===== src/core/pls_pkg.sv =====
// Purpose: Shared constants and state type for the probe latch status flags.
// Assumes: APB register access, one clock, probe inputs already synchronous.
// Notes: Register offsets are word indices; byte address is four times the index.
package pls_pkg;

  // Word indices and the derived byte addresses
  localparam logic [31:0] IDX_FUNC_PRI = 32'h0000_60b8;
  localparam logic [31:0] IDX_STATUS_PRI = 32'h0000_60b9;
  localparam logic [31:0] IDX_FUNC_SEC = 32'h0000_2de8;
  localparam logic [31:0] IDX_STATUS_SEC = 32'h0000_2de9;
  localparam logic [31:0] ADDR_FUNC_PRI = IDX_FUNC_PRI << 2;
  localparam logic [31:0] ADDR_STATUS_PRI = IDX_STATUS_PRI << 2;
  localparam logic [31:0] ADDR_FUNC_SEC = IDX_FUNC_SEC << 2;
  localparam logic [31:0] ADDR_STATUS_SEC = IDX_STATUS_SEC << 2;

  localparam logic [15:0] FUNC_RESET = 16'h0000;
  localparam int NPROBE = 3;

  // Per probe: which word pair it lives in (0 primary, 1 secondary)
  localparam int PROBE_SEC [NPROBE] = '{0, 0, 1};
  // Function word bit positions per probe
  localparam int FN_EN [NPROBE] = '{0, 8, 0};
  localparam int FN_CONT [NPROBE] = '{1, 9, 1};
  localparam int FN_SAMP_R [NPROBE] = '{4, 12, 4};
  localparam int FN_SAMP_F [NPROBE] = '{5, 13, 5};
  localparam int FN_CLR_R [NPROBE] = '{4, 9, 4};
  localparam int FN_CLR_F [NPROBE] = '{5, 10, 5};
  // Status word bit positions per probe
  localparam int ST_EN [NPROBE] = '{0, 8, 0};
  localparam int ST_STORED_R [NPROBE] = '{1, 9, 1};
  localparam int ST_STORED_F [NPROBE] = '{2, 10, 2};
  localparam int ST_TOG_R [NPROBE] = '{6, 14, 6};
  localparam int ST_TOG_F [NPROBE] = '{7, 15, 7};

  typedef enum logic [0:0] {
    PH_IDLE,
    PH_ANSWER
  } pls_phase_t;

  typedef struct packed {
    pls_phase_t ph;
    logic [15:0] func_pri;
    logic [15:0] func_sec;
    logic [2:0] stored_r;
    logic [2:0] stored_f;
    logic [2:0] tog_r;
    logic [2:0] tog_f;
    logic [2:0] prev_in;
    logic [2:0] cap_r;
    logic [2:0] cap_f;
    logic pready;
    logic pslverr;
    logic [31:0] prdata;
    logic [15:0] stat_pri;
    logic [15:0] stat_sec;
  } pls_state_t;

  localparam pls_state_t STATE_RESET = '{
    ph: PH_IDLE,
    func_pri: FUNC_RESET,
    func_sec: FUNC_RESET,
    prdata: 32'h0000_0000,
    stat_pri: 16'h0000,
    stat_sec: 16'h0000,
    default: '0
  };

endpackage


===== src/core/pls_probe_status.sv =====
// Purpose: Enable, stored and toggle status flags for three position latch probes.
// Assumes: APB slave with one wait state; probe inputs synchronous to i_clk.
// Notes: Position and time stamp holding registers sit outside and load on the capture pulses.
// Notes on behaviour
// - Primary status bit 0 mirrors probe 1 enable.
// - Primary bit 1 sets when probe 1 rising latch is stored.
// - Writing 0 to primary function bit 4 clears probe 1 rising flag.
// - Primary bit 2 sets when probe 1 falling latch is stored.
// - Writing 0 to primary function bit 5 clears probe 1 falling flag.
// - Reserved status bits read as zero; host writes zero there.
// - Continuous mode: primary bit 6 inverts on each probe 1 rising latch.
// - Continuous mode: primary bit 7 inverts on each probe 1 falling latch.
// - Primary status bit 8 mirrors probe 2 enable.
// - Primary bit 9 sets when probe 2 rising latch is stored.
// - Writing 0 to primary function bit 9 clears probe 2 rising flag.
// - Primary bit 10 sets when probe 2 falling latch is stored.
// - Writing 0 to primary function bit 10 clears probe 2 falling flag.
// - Continuous mode: primary bit 14 inverts on each probe 2 rising latch.
// - Continuous mode: primary bit 15 inverts on each probe 2 falling latch.
// - Secondary status bit 0 mirrors probe 3 enable.
// - Secondary bit 1 sets on probe 3 rising latch, clears by function bit 4.
// - Secondary bit 2 sets on probe 3 falling latch, clears by function bit 5.
// - Continuous mode: secondary bit 6 inverts on each probe 3 rising latch.
// - Continuous mode: secondary bit 7 inverts on each probe 3 falling latch.
// - Mode bit 0 selects single trigger, 1 selects continuous trigger.
// - Disabling a probe clears its enable and both stored flags.
//
// Implementation choice: the APB interface to the registers.
`timescale 1ns/1ps
`default_nettype none

module pls_probe_status
  import pls_pkg::*;
(
  input wire logic i_clk,
  input wire logic i_sys_rst,
  input wire logic i_psel,
  input wire logic i_penable,
  input wire logic i_pwrite,
  input wire logic [31:0] i_paddr,
  input wire logic [31:0] i_pwdata,
  input wire logic i_probe_input_one,
  input wire logic i_probe_input_two,
  input wire logic i_probe_input_three,
  output logic o_pready,
  output logic [31:0] o_prdata,
  output logic o_pslverr,
  output logic [15:0] o_status_primary,
  output logic [15:0] o_status_secondary,
  output logic [2:0] o_capture_rise,
  output logic [2:0] o_capture_fall
);

  pls_state_t st_ff;
  pls_state_t nxt_st;
  logic [2:0] fire_r;
  logic [2:0] fire_f;
  logic bus_wr;
  logic wr_func_pri;
  logic wr_func_sec;
  logic wr_status;
  logic [2:0] probe_in;

  assign probe_in = {i_probe_input_three, i_probe_input_two, i_probe_input_one};

  function automatic logic [15:0] func_of(input pls_state_t s, input int p);
    func_of = (PROBE_SEC[p] == 1) ? s.func_sec : s.func_pri;
  endfunction

  // Builds one status word; reserved positions stay zero
  function automatic logic [15:0] status_word(input pls_state_t s, input int sec);
    logic [15:0] w;
    logic [15:0] f;
    w = 16'h0000;
    for (int p = 0; p < NPROBE; p++) begin
      f = func_of(s, p);
      if (PROBE_SEC[p] == sec) begin
        w[ST_EN[p]] = f[FN_EN[p]];
        w[ST_STORED_R[p]] = s.stored_r[p];
        w[ST_STORED_F[p]] = s.stored_f[p];
        w[ST_TOG_R[p]] = s.tog_r[p];
        w[ST_TOG_F[p]] = s.tog_f[p];
      end
    end
    status_word = w;
  endfunction

  function automatic logic addr_mapped(input logic [31:0] a);
    addr_mapped = (a == ADDR_FUNC_PRI) || (a == ADDR_STATUS_PRI) ||
                  (a == ADDR_FUNC_SEC) || (a == ADDR_STATUS_SEC);
  endfunction

  always_comb begin
    logic [15:0] f;
    logic [15:0] wd;
    logic wr_mine;
    logic edge_r;
    logic edge_f;
    logic cont;
    f = 16'h0000;
    wd = 16'h0000;
    wr_mine = 1'b0;
    edge_r = 1'b0;
    edge_f = 1'b0;
    cont = 1'b0;
    nxt_st = st_ff;
    nxt_st.cap_r = 3'b000;
    nxt_st.cap_f = 3'b000;
    nxt_st.pready = 1'b0;
    nxt_st.pslverr = 1'b0;
    nxt_st.ph = PH_IDLE;
    fire_r = 3'b000;
    fire_f = 3'b000;

    // One wait state: pready rises in the second access cycle
    bus_wr = i_psel && i_penable && st_ff.pready && i_pwrite;
    wr_func_pri = bus_wr && (i_paddr == ADDR_FUNC_PRI);
    wr_func_sec = bus_wr && (i_paddr == ADDR_FUNC_SEC);
    wr_status = bus_wr && ((i_paddr == ADDR_STATUS_PRI) || (i_paddr == ADDR_STATUS_SEC));
    if (i_psel && i_penable && !st_ff.pready) begin
      nxt_st.ph = PH_ANSWER;
      nxt_st.pready = 1'b1;
      nxt_st.pslverr = !addr_mapped(i_paddr);
      case (i_paddr)
        ADDR_FUNC_PRI: nxt_st.prdata = {16'h0000, st_ff.func_pri};
        ADDR_FUNC_SEC: nxt_st.prdata = {16'h0000, st_ff.func_sec};
        ADDR_STATUS_PRI: nxt_st.prdata = {16'h0000, status_word(st_ff, 0)};
        ADDR_STATUS_SEC: nxt_st.prdata = {16'h0000, status_word(st_ff, 1)};
        default: nxt_st.prdata = 32'h0000_0000;
      endcase
    end

    // Status words are read only, so a write there lands nowhere
    if (wr_func_pri) begin
      nxt_st.func_pri = i_pwdata[15:0];
    end
    if (wr_func_sec) begin
      nxt_st.func_sec = i_pwdata[15:0];
    end

    for (int p = 0; p < NPROBE; p++) begin
      f = func_of(st_ff, p);
      wd = i_pwdata[15:0];
      wr_mine = (PROBE_SEC[p] == 1) ? wr_func_sec : wr_func_pri;
      cont = f[FN_CONT[p]];
      // No glitch filter: a clean input is the far side's job
      edge_r = probe_in[p] && !st_ff.prev_in[p];
      edge_f = !probe_in[p] && st_ff.prev_in[p];
      // Single mode holds the first latch until the flag is cleared
      fire_r[p] = f[FN_EN[p]] && f[FN_SAMP_R[p]] && edge_r &&
                  (cont || !st_ff.stored_r[p]);
      fire_f[p] = f[FN_EN[p]] && f[FN_SAMP_F[p]] && edge_f &&
                  (cont || !st_ff.stored_f[p]);
      if (wr_mine && (!wd[FN_CLR_R[p]] || !wd[FN_EN[p]])) begin
        nxt_st.stored_r[p] = 1'b0;
      end
      if (wr_mine && (!wd[FN_CLR_F[p]] || !wd[FN_EN[p]])) begin
        nxt_st.stored_f[p] = 1'b0;
      end
      // A latch in the same cycle as a clear wins
      if (fire_r[p]) begin
        nxt_st.stored_r[p] = 1'b1;
        nxt_st.cap_r[p] = 1'b1;
        if (cont) begin
          nxt_st.tog_r[p] = ~st_ff.tog_r[p];
        end
      end
      if (fire_f[p]) begin
        nxt_st.stored_f[p] = 1'b1;
        nxt_st.cap_f[p] = 1'b1;
        if (cont) begin
          nxt_st.tog_f[p] = ~st_ff.tog_f[p];
        end
      end
    end
    nxt_st.prev_in = probe_in;
    nxt_st.stat_pri = status_word(nxt_st, 0);
    nxt_st.stat_sec = status_word(nxt_st, 1);
  end

  always_ff @(posedge i_clk) begin
    if (i_sys_rst) begin
      st_ff <= STATE_RESET;
    end else begin
      st_ff <= nxt_st;
    end
  end

  assign o_pready = st_ff.pready;
  assign o_prdata = st_ff.prdata;
  assign o_pslverr = st_ff.pslverr;
  assign o_status_primary = st_ff.stat_pri;
  assign o_status_secondary = st_ff.stat_sec;
  assign o_capture_rise = st_ff.cap_r;
  assign o_capture_fall = st_ff.cap_f;
endmodule

`default_nettype wire


===== config.mk =====
export PLATFORM = sky130hd
export DESIGN_NAME = pls_probe_status
export DESIGN_NICKNAME = d
export VERILOG_FILES = /design/src/core/pls_pkg.sv /design/src/core/pls_probe_status.sv
export SDC_FILE = /design/constraint.sdc
export NUM_CORES = 1
export LEC_CHECK = 0
export ABC_CLOCK_PERIOD_IN_PS = 2640
export BUFFER_PORTS_ARGS = -buffer_cell sky130_fd_sc_hd__buf_2
export CORE_MARGIN = 2
export CORE_UTILIZATION = 35
export DETAILED_ROUTE_END_ITERATION = 8
export SLEW_MARGIN = 15
export SYNTH_ARGS = -nofsm -noshare
export SYNTH_HDL_FRONTEND = slang
export SYNTH_SLANG_ARGS = --single-unit

===== constraint.sdc =====
create_clock -name i_clk -period 2.64 [get_ports i_clk]
set_clock_uncertainty 0.15 [all_clocks]
set_input_delay 0.528 -clock i_clk [delete_from_list [all_inputs] [get_ports i_clk]]
set_output_delay 0.528 -clock i_clk [all_outputs]
set_load 0.05 [all_outputs]

After elaboration in Yosys (flattened, before gate mapping)
Index checks and enable logic that the tools add are counted.

cells by class
  equality and inequality tests = 4
  muxes and demuxes = 34
  bitwise operators = 7
  reductions and logical operators = 70

operator list
  cell                                                                      number
  32-bit by 16-bit equality test with 1-bit output (second input constant)  2
  32-bit by 17-bit equality test with 1-bit output (second input constant)  2
  16-bit one-hot mux with 4 select lines                                    1
  1-bit logical AND                                                         36
  34-bit two-way mux                                                        1
  1-bit two-way mux                                                         31
  1-bit logical NOT                                                         20
  1-bit logical OR                                                          13
  9-bit two-way mux                                                         1
  1-bit inverter                                                            7
  2-bit OR reduction                                                        1

storage, ports and cells
  register bits after elaboration = 119
  bits of input ports = 72
  output and inout port bits = 72
  word-level logic and storage cells = 133

Depth between registers and ports, before layout
Gate-level depths: netlist (run 1).

  word-level depth = 7
  depth in mapped cells = 6
  gate-level depth less buffers = 4

Worst setup path after synthesis (run 1)
Ideal clock, no wire load.

  kind = input -> register
  start = input i_paddr[25]
  end = register st_ff[100] (netlist bit)
  setup time = 132 ps
  data arrival time = 2113 ps
  required time = 2358 ps
  slack = 245 ps
  cell stages on the path = 6
  path buffers = 2
  path through = or4_1 > or4_1 > buf_2 > buf_6 > o31ai_1 > a21oi_1

on the way
  cells in the longest elaborated chain, start to end = 2

RTL lines
  what                                              line                     RTL
  start: declaration                                pls_probe_status.sv:40   input wire logic [31:0] i_paddr,
  32-bit by 16-bit equality test with 1-bit output  pls_probe_status.sv:118  wr_func_sec = bus_wr && (i_paddr == ADDR_FUNC_SEC);
  1-bit logical AND                                 pls_probe_status.sv:118
  end signal: assignment                            pls_probe_status.sv:185  st_ff <= nxt_st;
  end: declaration                                  pls_probe_status.sv:54   pls_state_t st_ff;

Every way passes these cells.
A chain may end at the register's enable or synchronous reset.

Final worst setup path (run 1)
  start = input i_paddr[29]
  end = register st_ff, in the netlist o_status_secondary[2]

on the way
  cells in the longest elaborated chain, start to end = 5

RTL lines
  what                                              line                     RTL
  32-bit by 16-bit equality test with 1-bit output  pls_probe_status.sv:118
  1-bit logical AND                                 pls_probe_status.sv:118
  1-bit logical AND                                 pls_probe_status.sv:157  if (wr_mine && (!wd[FN_CLR_F[p]] || !wd[FN_EN[p]])) begin
  1-bit two-way mux                                 pls_probe_status.sv:157
  1-bit two-way mux                                 pls_probe_status.sv:168  if (fire_f[p]) begin

Every way passes these cells.

==> results.md, run 1 <==
* First-pass GRT wire length at 17820 µm
* Via-to-Cell Ratio at 5.538
* CTS Buffer Depth at 2
* Area delta synth->final at 16.49%
* Nets at 589
* Critical-path top delay cell: or4_4
* Syn avg cell area at 8.856 µm²
* CP cell instances: buf_2 -> or4_4 -> buf_4 -> or2_2 -> nor4_1 -> buf_4 -> a311oi_1
* # port buffers at 94
* EDFF count, synth at 0
* Most common cell after layout, fill and taps aside: buf_2
* Pwr/cell area at around 540 nW/µm²
* Tightest Pin Transition at 654.4 ps
* Util after Layout at between 40% and 50%
* Clock root cell: clkbuf_16
* Startpoint types: primary input
* Unrepaired setup endpoints after global routing: false
* Clk_lat worst skew at 340 ps
* Die area at ~13000 µm²
* Die X at between 100 and 150 µm
* 1st-iter DRT viols at 204
* Syn Inst Count at 460
* Tmin final at 2295 ps
* Crit Path Max Fanout at 3
* CTS tree: built
* H-tree levels at 3
* Critical path type: in -> reg
* FFs w/ async S/R, synth at 0%
* DRC at 0
* LEAKAGE at 0.001775 µW
* Final Hold Fails at 0
* Max Freq at 435.8 MHz
* Largest net degree at the start of global routing at 63
* Vias in the first global route at 3438
* First-pass DRT Iterations at 5
* Worst-path clk slew at 60 ps
* IO Count at 144
* CTS Buf Count at 9
* GP Congestion at 0.7951
* Layout cells sized above 1 at between 30% and 40%
* Worst path arrival time at 2330 ps
* GR Overflow Total at 0
* Height of the die at 111.9 µm
* Most frequent CP cell: buf_4
* Routed Antenna Nets at 0
* Post CTS Setup Buffer Count at 0
* Area of the multi-input gates at 2058 µm²
* VDD IR max at around 0.00028 V
* Most frequent cells in the layout: 94 x buf_2, 71 x dfxtp_1, 36 x a21oi_1, 34 x nand4_1, 33 x conb_1
* Hold Path Class: in -> reg
* Max-Cap Viols at 0
* Worst path bufs/invs at 3
* Resized Gates After CTS at 0
* Fillers at 1149
* Diode count at 0
* Synth Warn # at 0
* Routed wire length at 11410 µm
* Slew HR at between 50% and 60%
* Post-Synthesis Cell Area at ~4100 µm²
* Setup-failing EPs final at 0
* Setup TNS at 0 ps
* Outcome: finished clean
* CTS Sinks at 71
* CORE AREA at roughly 11000 µm²
* All-Layer GR Usage at 17.97%
* CP delay by family, top: simple AND/OR/NAND/NOR gates
* Detailed-route via count at ~3.7k
* Synth Register Bits at ~70
* Main synth FF type: dfxtp_1
* Initial Utilization at 35.83%
* Hold slack at 283.5 ps
* Final worst-path cycle share at 86.92%
* Initial antenna violation count at 0
* Sequential area share after synthesis at about a third
* Hpwl dp at roughly 8200 µm
* Post-synth cell types at 47
* Crit. End Element: flop
* Final Slew Violations at 0
* Sequential Area at 1421 µm²
* Worst endpoint required time at 2670 ps
* Slowest Stage Delay on Critical Path at 540 ps
* Hold buffer count at cts at 0
* WL per Instance at 17.16 µm
* Cell row count at 39
==> per-layer routing <==
layer,track usage (%),wire [µm],vias to the layer above
li1,-,-,1737
met1,22.62,4754,1769
met2,29.58,5505,156
met3,4.627,891,21
met4,6.914,257,0
met5,0,0,-
==> cell usage after synthesis (2+ instances only) <==
master    number  area share [%]
or4_1          4            0.74
or2_2          2            0.31
nand2b_1       3            0.46
a221oi_1       4            0.86
dfxtp_1       71              35
mux2i_1        4            0.98
o21ai_0       16             2.0
a211oi_1       2            0.37
nor4_2         2            0.61
a31oi_1        4            0.61
clkbuf_1      23             2.1
a32oi_1        5             1.1
nor2b_1        7             1.1
nor4_1         4            0.61
nor2_1        22             2.0
o31ai_2       20             6.1
inv_1         10            0.92
o31ai_1       16             2.9
xor2_1         6             1.3
nand2_1       22             2.0
o22a_1         2            0.43
nand3_1        2            0.25
a311oi_1       6             1.3
nor3b_1        4            0.74
a211o_1        6             1.3
buf_4         71              13
nand4b_1      13             2.8
a41oi_1        5             1.1
buf_2          3            0.37
nand4_1       34             5.2
buf_1          7            0.65
a21oi_1       36             4.4
buf_6          4             1.1
and4b_1        7             1.7
==> cells by family after synthesis <==
family | count (synthesis) | share of synthesized area, %
simple gates | 136 | 21.68
compound gates | 124 | 22.82
buf+inv | 118 | 18.24
flops | 71 | 34.89
xor+xnor | 6 | 1.290
mux | 4 | 0.9828
other cells | 1 | 0.09205
==> path summary, 6_finish.rpt <==
kind	startpoint	end	slack [ps]	cells past startpoint
worst min-delay path	i_probe_input_three	st_ff[74]$_SDFF_PP0_	280	2
worst max register to register	o_pready$_SDFF_PP0_	st_ff[107]$_SDFFE_PP0P_	700	5
worst max-delay path	i_paddr[29]	o_status_secondary[2]$_SDFF_PP0_	350	7
worst min register to register	o_prdata[1]$_SDFFE_PP0P_	o_prdata[1]$_SDFFE_PP0P_	310	2
==> stage by stage <==
step           total power (µW)  cell area, µm²  worst slack [ps]  cells
2_1_floorplan              1299            4194             244.6    492
3_3_place_gp               1338            4439             34.70    649
3_5_place_dp               1341            4439             25.95    649
4_1_cts                    2575            4746             356.7    665
5_1_grt                    2643            4746             270.1    665
6_report                   2553            4746             345.3    665
==> flip-flops by register name (all words and copies together), names as in the netlist <==
register and count:
o_capture_fall 3, o_prdata 16, o_pslverr 1, o_status_secondary 4
o_status_primary 1, o_pready 1, st_ff 42, o_capture_rise 3
==> area by class of cell <==
| class | instances | area share, % |
|---|---|---|
| timing repair buffer | 122 | 15.66 |
| multi-input combinational | 303 | 43.37 |
| tap | 143 | 3.770 |
| clock buffer | 10 | 5.036 |
| clock inverter | 6 | 1.424 |
| inverter | 10 | 0.7909 |
| sequential | 71 | 29.95 |
==> where the power goes <==
group | internal [µW] | switching [µW] | total (µW)
Sequential | 1080 | 1.62 | 1080
Clock | 760 | 474 | 1230
Combinational | 58.2 | 184 | 242
Total | 1890 | 660 | 2550
==> worst register-to-register path, cell delays in order, from the launching register on <==
cell     delay [ps]
dfxtp_1         350
nand4_1         230
or4_1           520
buf_12          210
o31ai_1         250
a21oi_1         100
Power figures use the tool's default switching activity.
==> inputs of run 2 (changes only) <==
--- a/config.mk
+++ b/config.mk
@@ -5,7 +5,7 @@
 export SDC_FILE = /design/constraint.sdc
 export NUM_CORES = 1
 export LEC_CHECK = 0
-export ABC_CLOCK_PERIOD_IN_PS = 2640
+export ABC_CLOCK_PERIOD_IN_PS = 2500
 export BUFFER_PORTS_ARGS = -buffer_cell sky130_fd_sc_hd__buf_2
 export CORE_MARGIN = 2
 export CORE_UTILIZATION = 35
==> constraint.sdc (replaced) <==
create_clock -name i_clk -period 2.5 [get_ports i_clk]
set_clock_uncertainty 0.15 [all_clocks]
set_input_delay 0.5 -clock i_clk [delete_from_list [all_inputs] [get_ports i_clk]]
set_output_delay 0.5 -clock i_clk [all_outputs]
set_load 0.05 [all_outputs]
==> results.md, run 2 (synthesis results as in run 1) <==
* Outcome: finished clean
* Area delta synth->final at 17.17%
* Nets at 594
* WL per Instance at 17.02 µm
* Fillers at around 1.1k
* Die area at approximately 13000 µm²
* Util after Layout at a little over two fifths
* LEAKAGE at 0.001792 µW
* Cell internal pwr at 1979 µW
* GR Overflow Total at 0
* Critical-path top delay cell: or4_1
* Startpoint types: primary input
* Die X at approximately 110 µm
* Tot Pwr at 2687 µW
* Worst path arrival time at approximately 2400 ps
* Pwr/cell area at 562.9 nW/µm²
* CTS Sinks at 71
* Hold Path Class: in -> reg
* Finished Cell Area at 4773 µm²
* Setup TNS at 0 ps
* Most frequent cells in the layout: 94 x buf_2, 71 x dfxtp_1, 36 x a21oi_1, 34 x nand4_1, 33 x conb_1
* Area of the multi-input gates at 2058 µm²
* Final worst-path cycle share at ~93%
* Layout cells sized above 1 at 32.83%
* Via-to-Cell Ratio at 5.507
* Final Hold Fails at 0
* Max-Cap Viols at 0
* Setup-failing EPs final at 0
* Comb pwr share at about a tenth
* Largest net degree at the start of global routing at 63
* Final Slew Violations at 0
* Resized Gates After CTS at 0
* # port buffers at 94
* Hold slack at 258.6 ps
* Slowest Stage Delay on Critical Path at 550 ps
* First-pass DRT Iterations at 5
* Unrepaired setup endpoints after global routing: false
* All-Layer GR Usage at a little under a fifth
* Diode count at 0
* Height of the die at 111.9 µm
* IO Count at 144
* Biggest register: st_ff
* Sequential Area at about 1400 µm²
* Max reg flops at 42
* Seq pwr share at 42.3%
* 1st-iter DRT viols at 295
* Crit Path Max Fanout at 2
* Worst endpoint required time at 2540 ps
* H-tree levels at 3
* Worst-path clk slew at 60 ps
* First-pass GRT wire length at 17970 µm
* Post CTS Setup Buffer Count at 0
* Hold buffer count at cts at 0
* Clk pwr share at 47.9%
* Clock root cell: clkbuf_16
* Sw frac at a little over a quarter
* Routed Antenna Nets at 0
* Most frequent CP cell: buf_4
* VDD IR max at 0.0003633 V
* Routed wire length at 11400 µm
* Slew HR at 55.91%
* Detailed-route via count at ~3.7k
* Critical path type: in -> reg
* CTS tree: built
* CP cell instances: buf_2 -> or4_1 -> buf_4 -> or2_2 -> nor4_1 -> buf_4 -> a311oi_1
* CORE AREA at 11370 µm²
* Initial Utilization at a little over a third
* CP delay by family, top: simple AND/OR/NAND/NOR gates
* Post-DP Area at ~4500 µm²
* Max Freq at around 430 MHz
* Hpwl dp at about 8100 µm
* Tmin final at between 2000 and 2500 ps
* Tightest Pin Transition at 661.3 ps
* Net Sw Power at 707.8 µW
* Initial antenna violation count at 0
* CTS Buffer Depth at 2
* Cell row count at 39
* CTS Buf Count at 9
* Clk_lat worst skew at between 300 and 400 ps
* Vias in the first global route at 3399
* Most common cell after layout, fill and taps aside: buf_2
* Worst path bufs/invs at 3
* DRC at 0
* Crit. End Element: flop
* GP Congestion at 0.8090
run 2: worst paths after layout:
| kind | from | to | slack [ps] | cells after the start |
|---|---|---|---|---|
| setup reg to reg | o_pready$_SDFF_PP0_ | st_ff[108]$_SDFFE_PP0P_ | 590 | 5 |
| setup / recovery | i_paddr[25] | o_status_secondary[2]$_SDFF_PP0_ | 180 | 7 |
| hold reg to reg | o_prdata[0]$_SDFFE_PP0P_ | o_prdata[0]$_SDFFE_PP0P_ | 300 | 2 |
| hold / removal | i_probe_input_three | st_ff[74]$_SDFF_PP0_ | 260 | 2 |
run 2: area by class of cell:
class	count	area share, %
sequential	71	29.78
clock buffer	10	4.797
tap	143	3.748
inverter	10	0.7864
timing repair buffer	127	16.36
clock inverter	6	1.415
multi-input combinational	303	43.12
run 2: layer usage:
metal | GRT usage [%] | up-vias | share of wire [%]
li1 | - | 1751 | -
met1 | 23.62 | 1757 | 43
met2 | 29.25 | 166 | 48
met3 | 3.811 | 16 | 7.9
met4 | 6.584 | 0 | 1.9
met5 | 0 | - | 0
run 2: power by group through the flow:
stage / sequential, µW / clock (µW) / combinational (µW)
after global routing: 1140 / 1350 / 277
after CTS: 1140 / 1300 / 261
after detailed placement: 1160 / 0 / 261
final: 1140 / 1290 / 262
after global placement: 1160 / 0 / 257
after floorplan: 1170 / 0 / 205
run 2: through the flow:
stage / cells / setup slack (ps)
6_report: 670 / 175.2
5_1_grt: 670 / 122.6
4_1_cts: 670 / 218.8
3_5_place_dp: 654 / -123.5
3_3_place_gp: 654 / -126.2
2_1_floorplan: 492 / 132.6
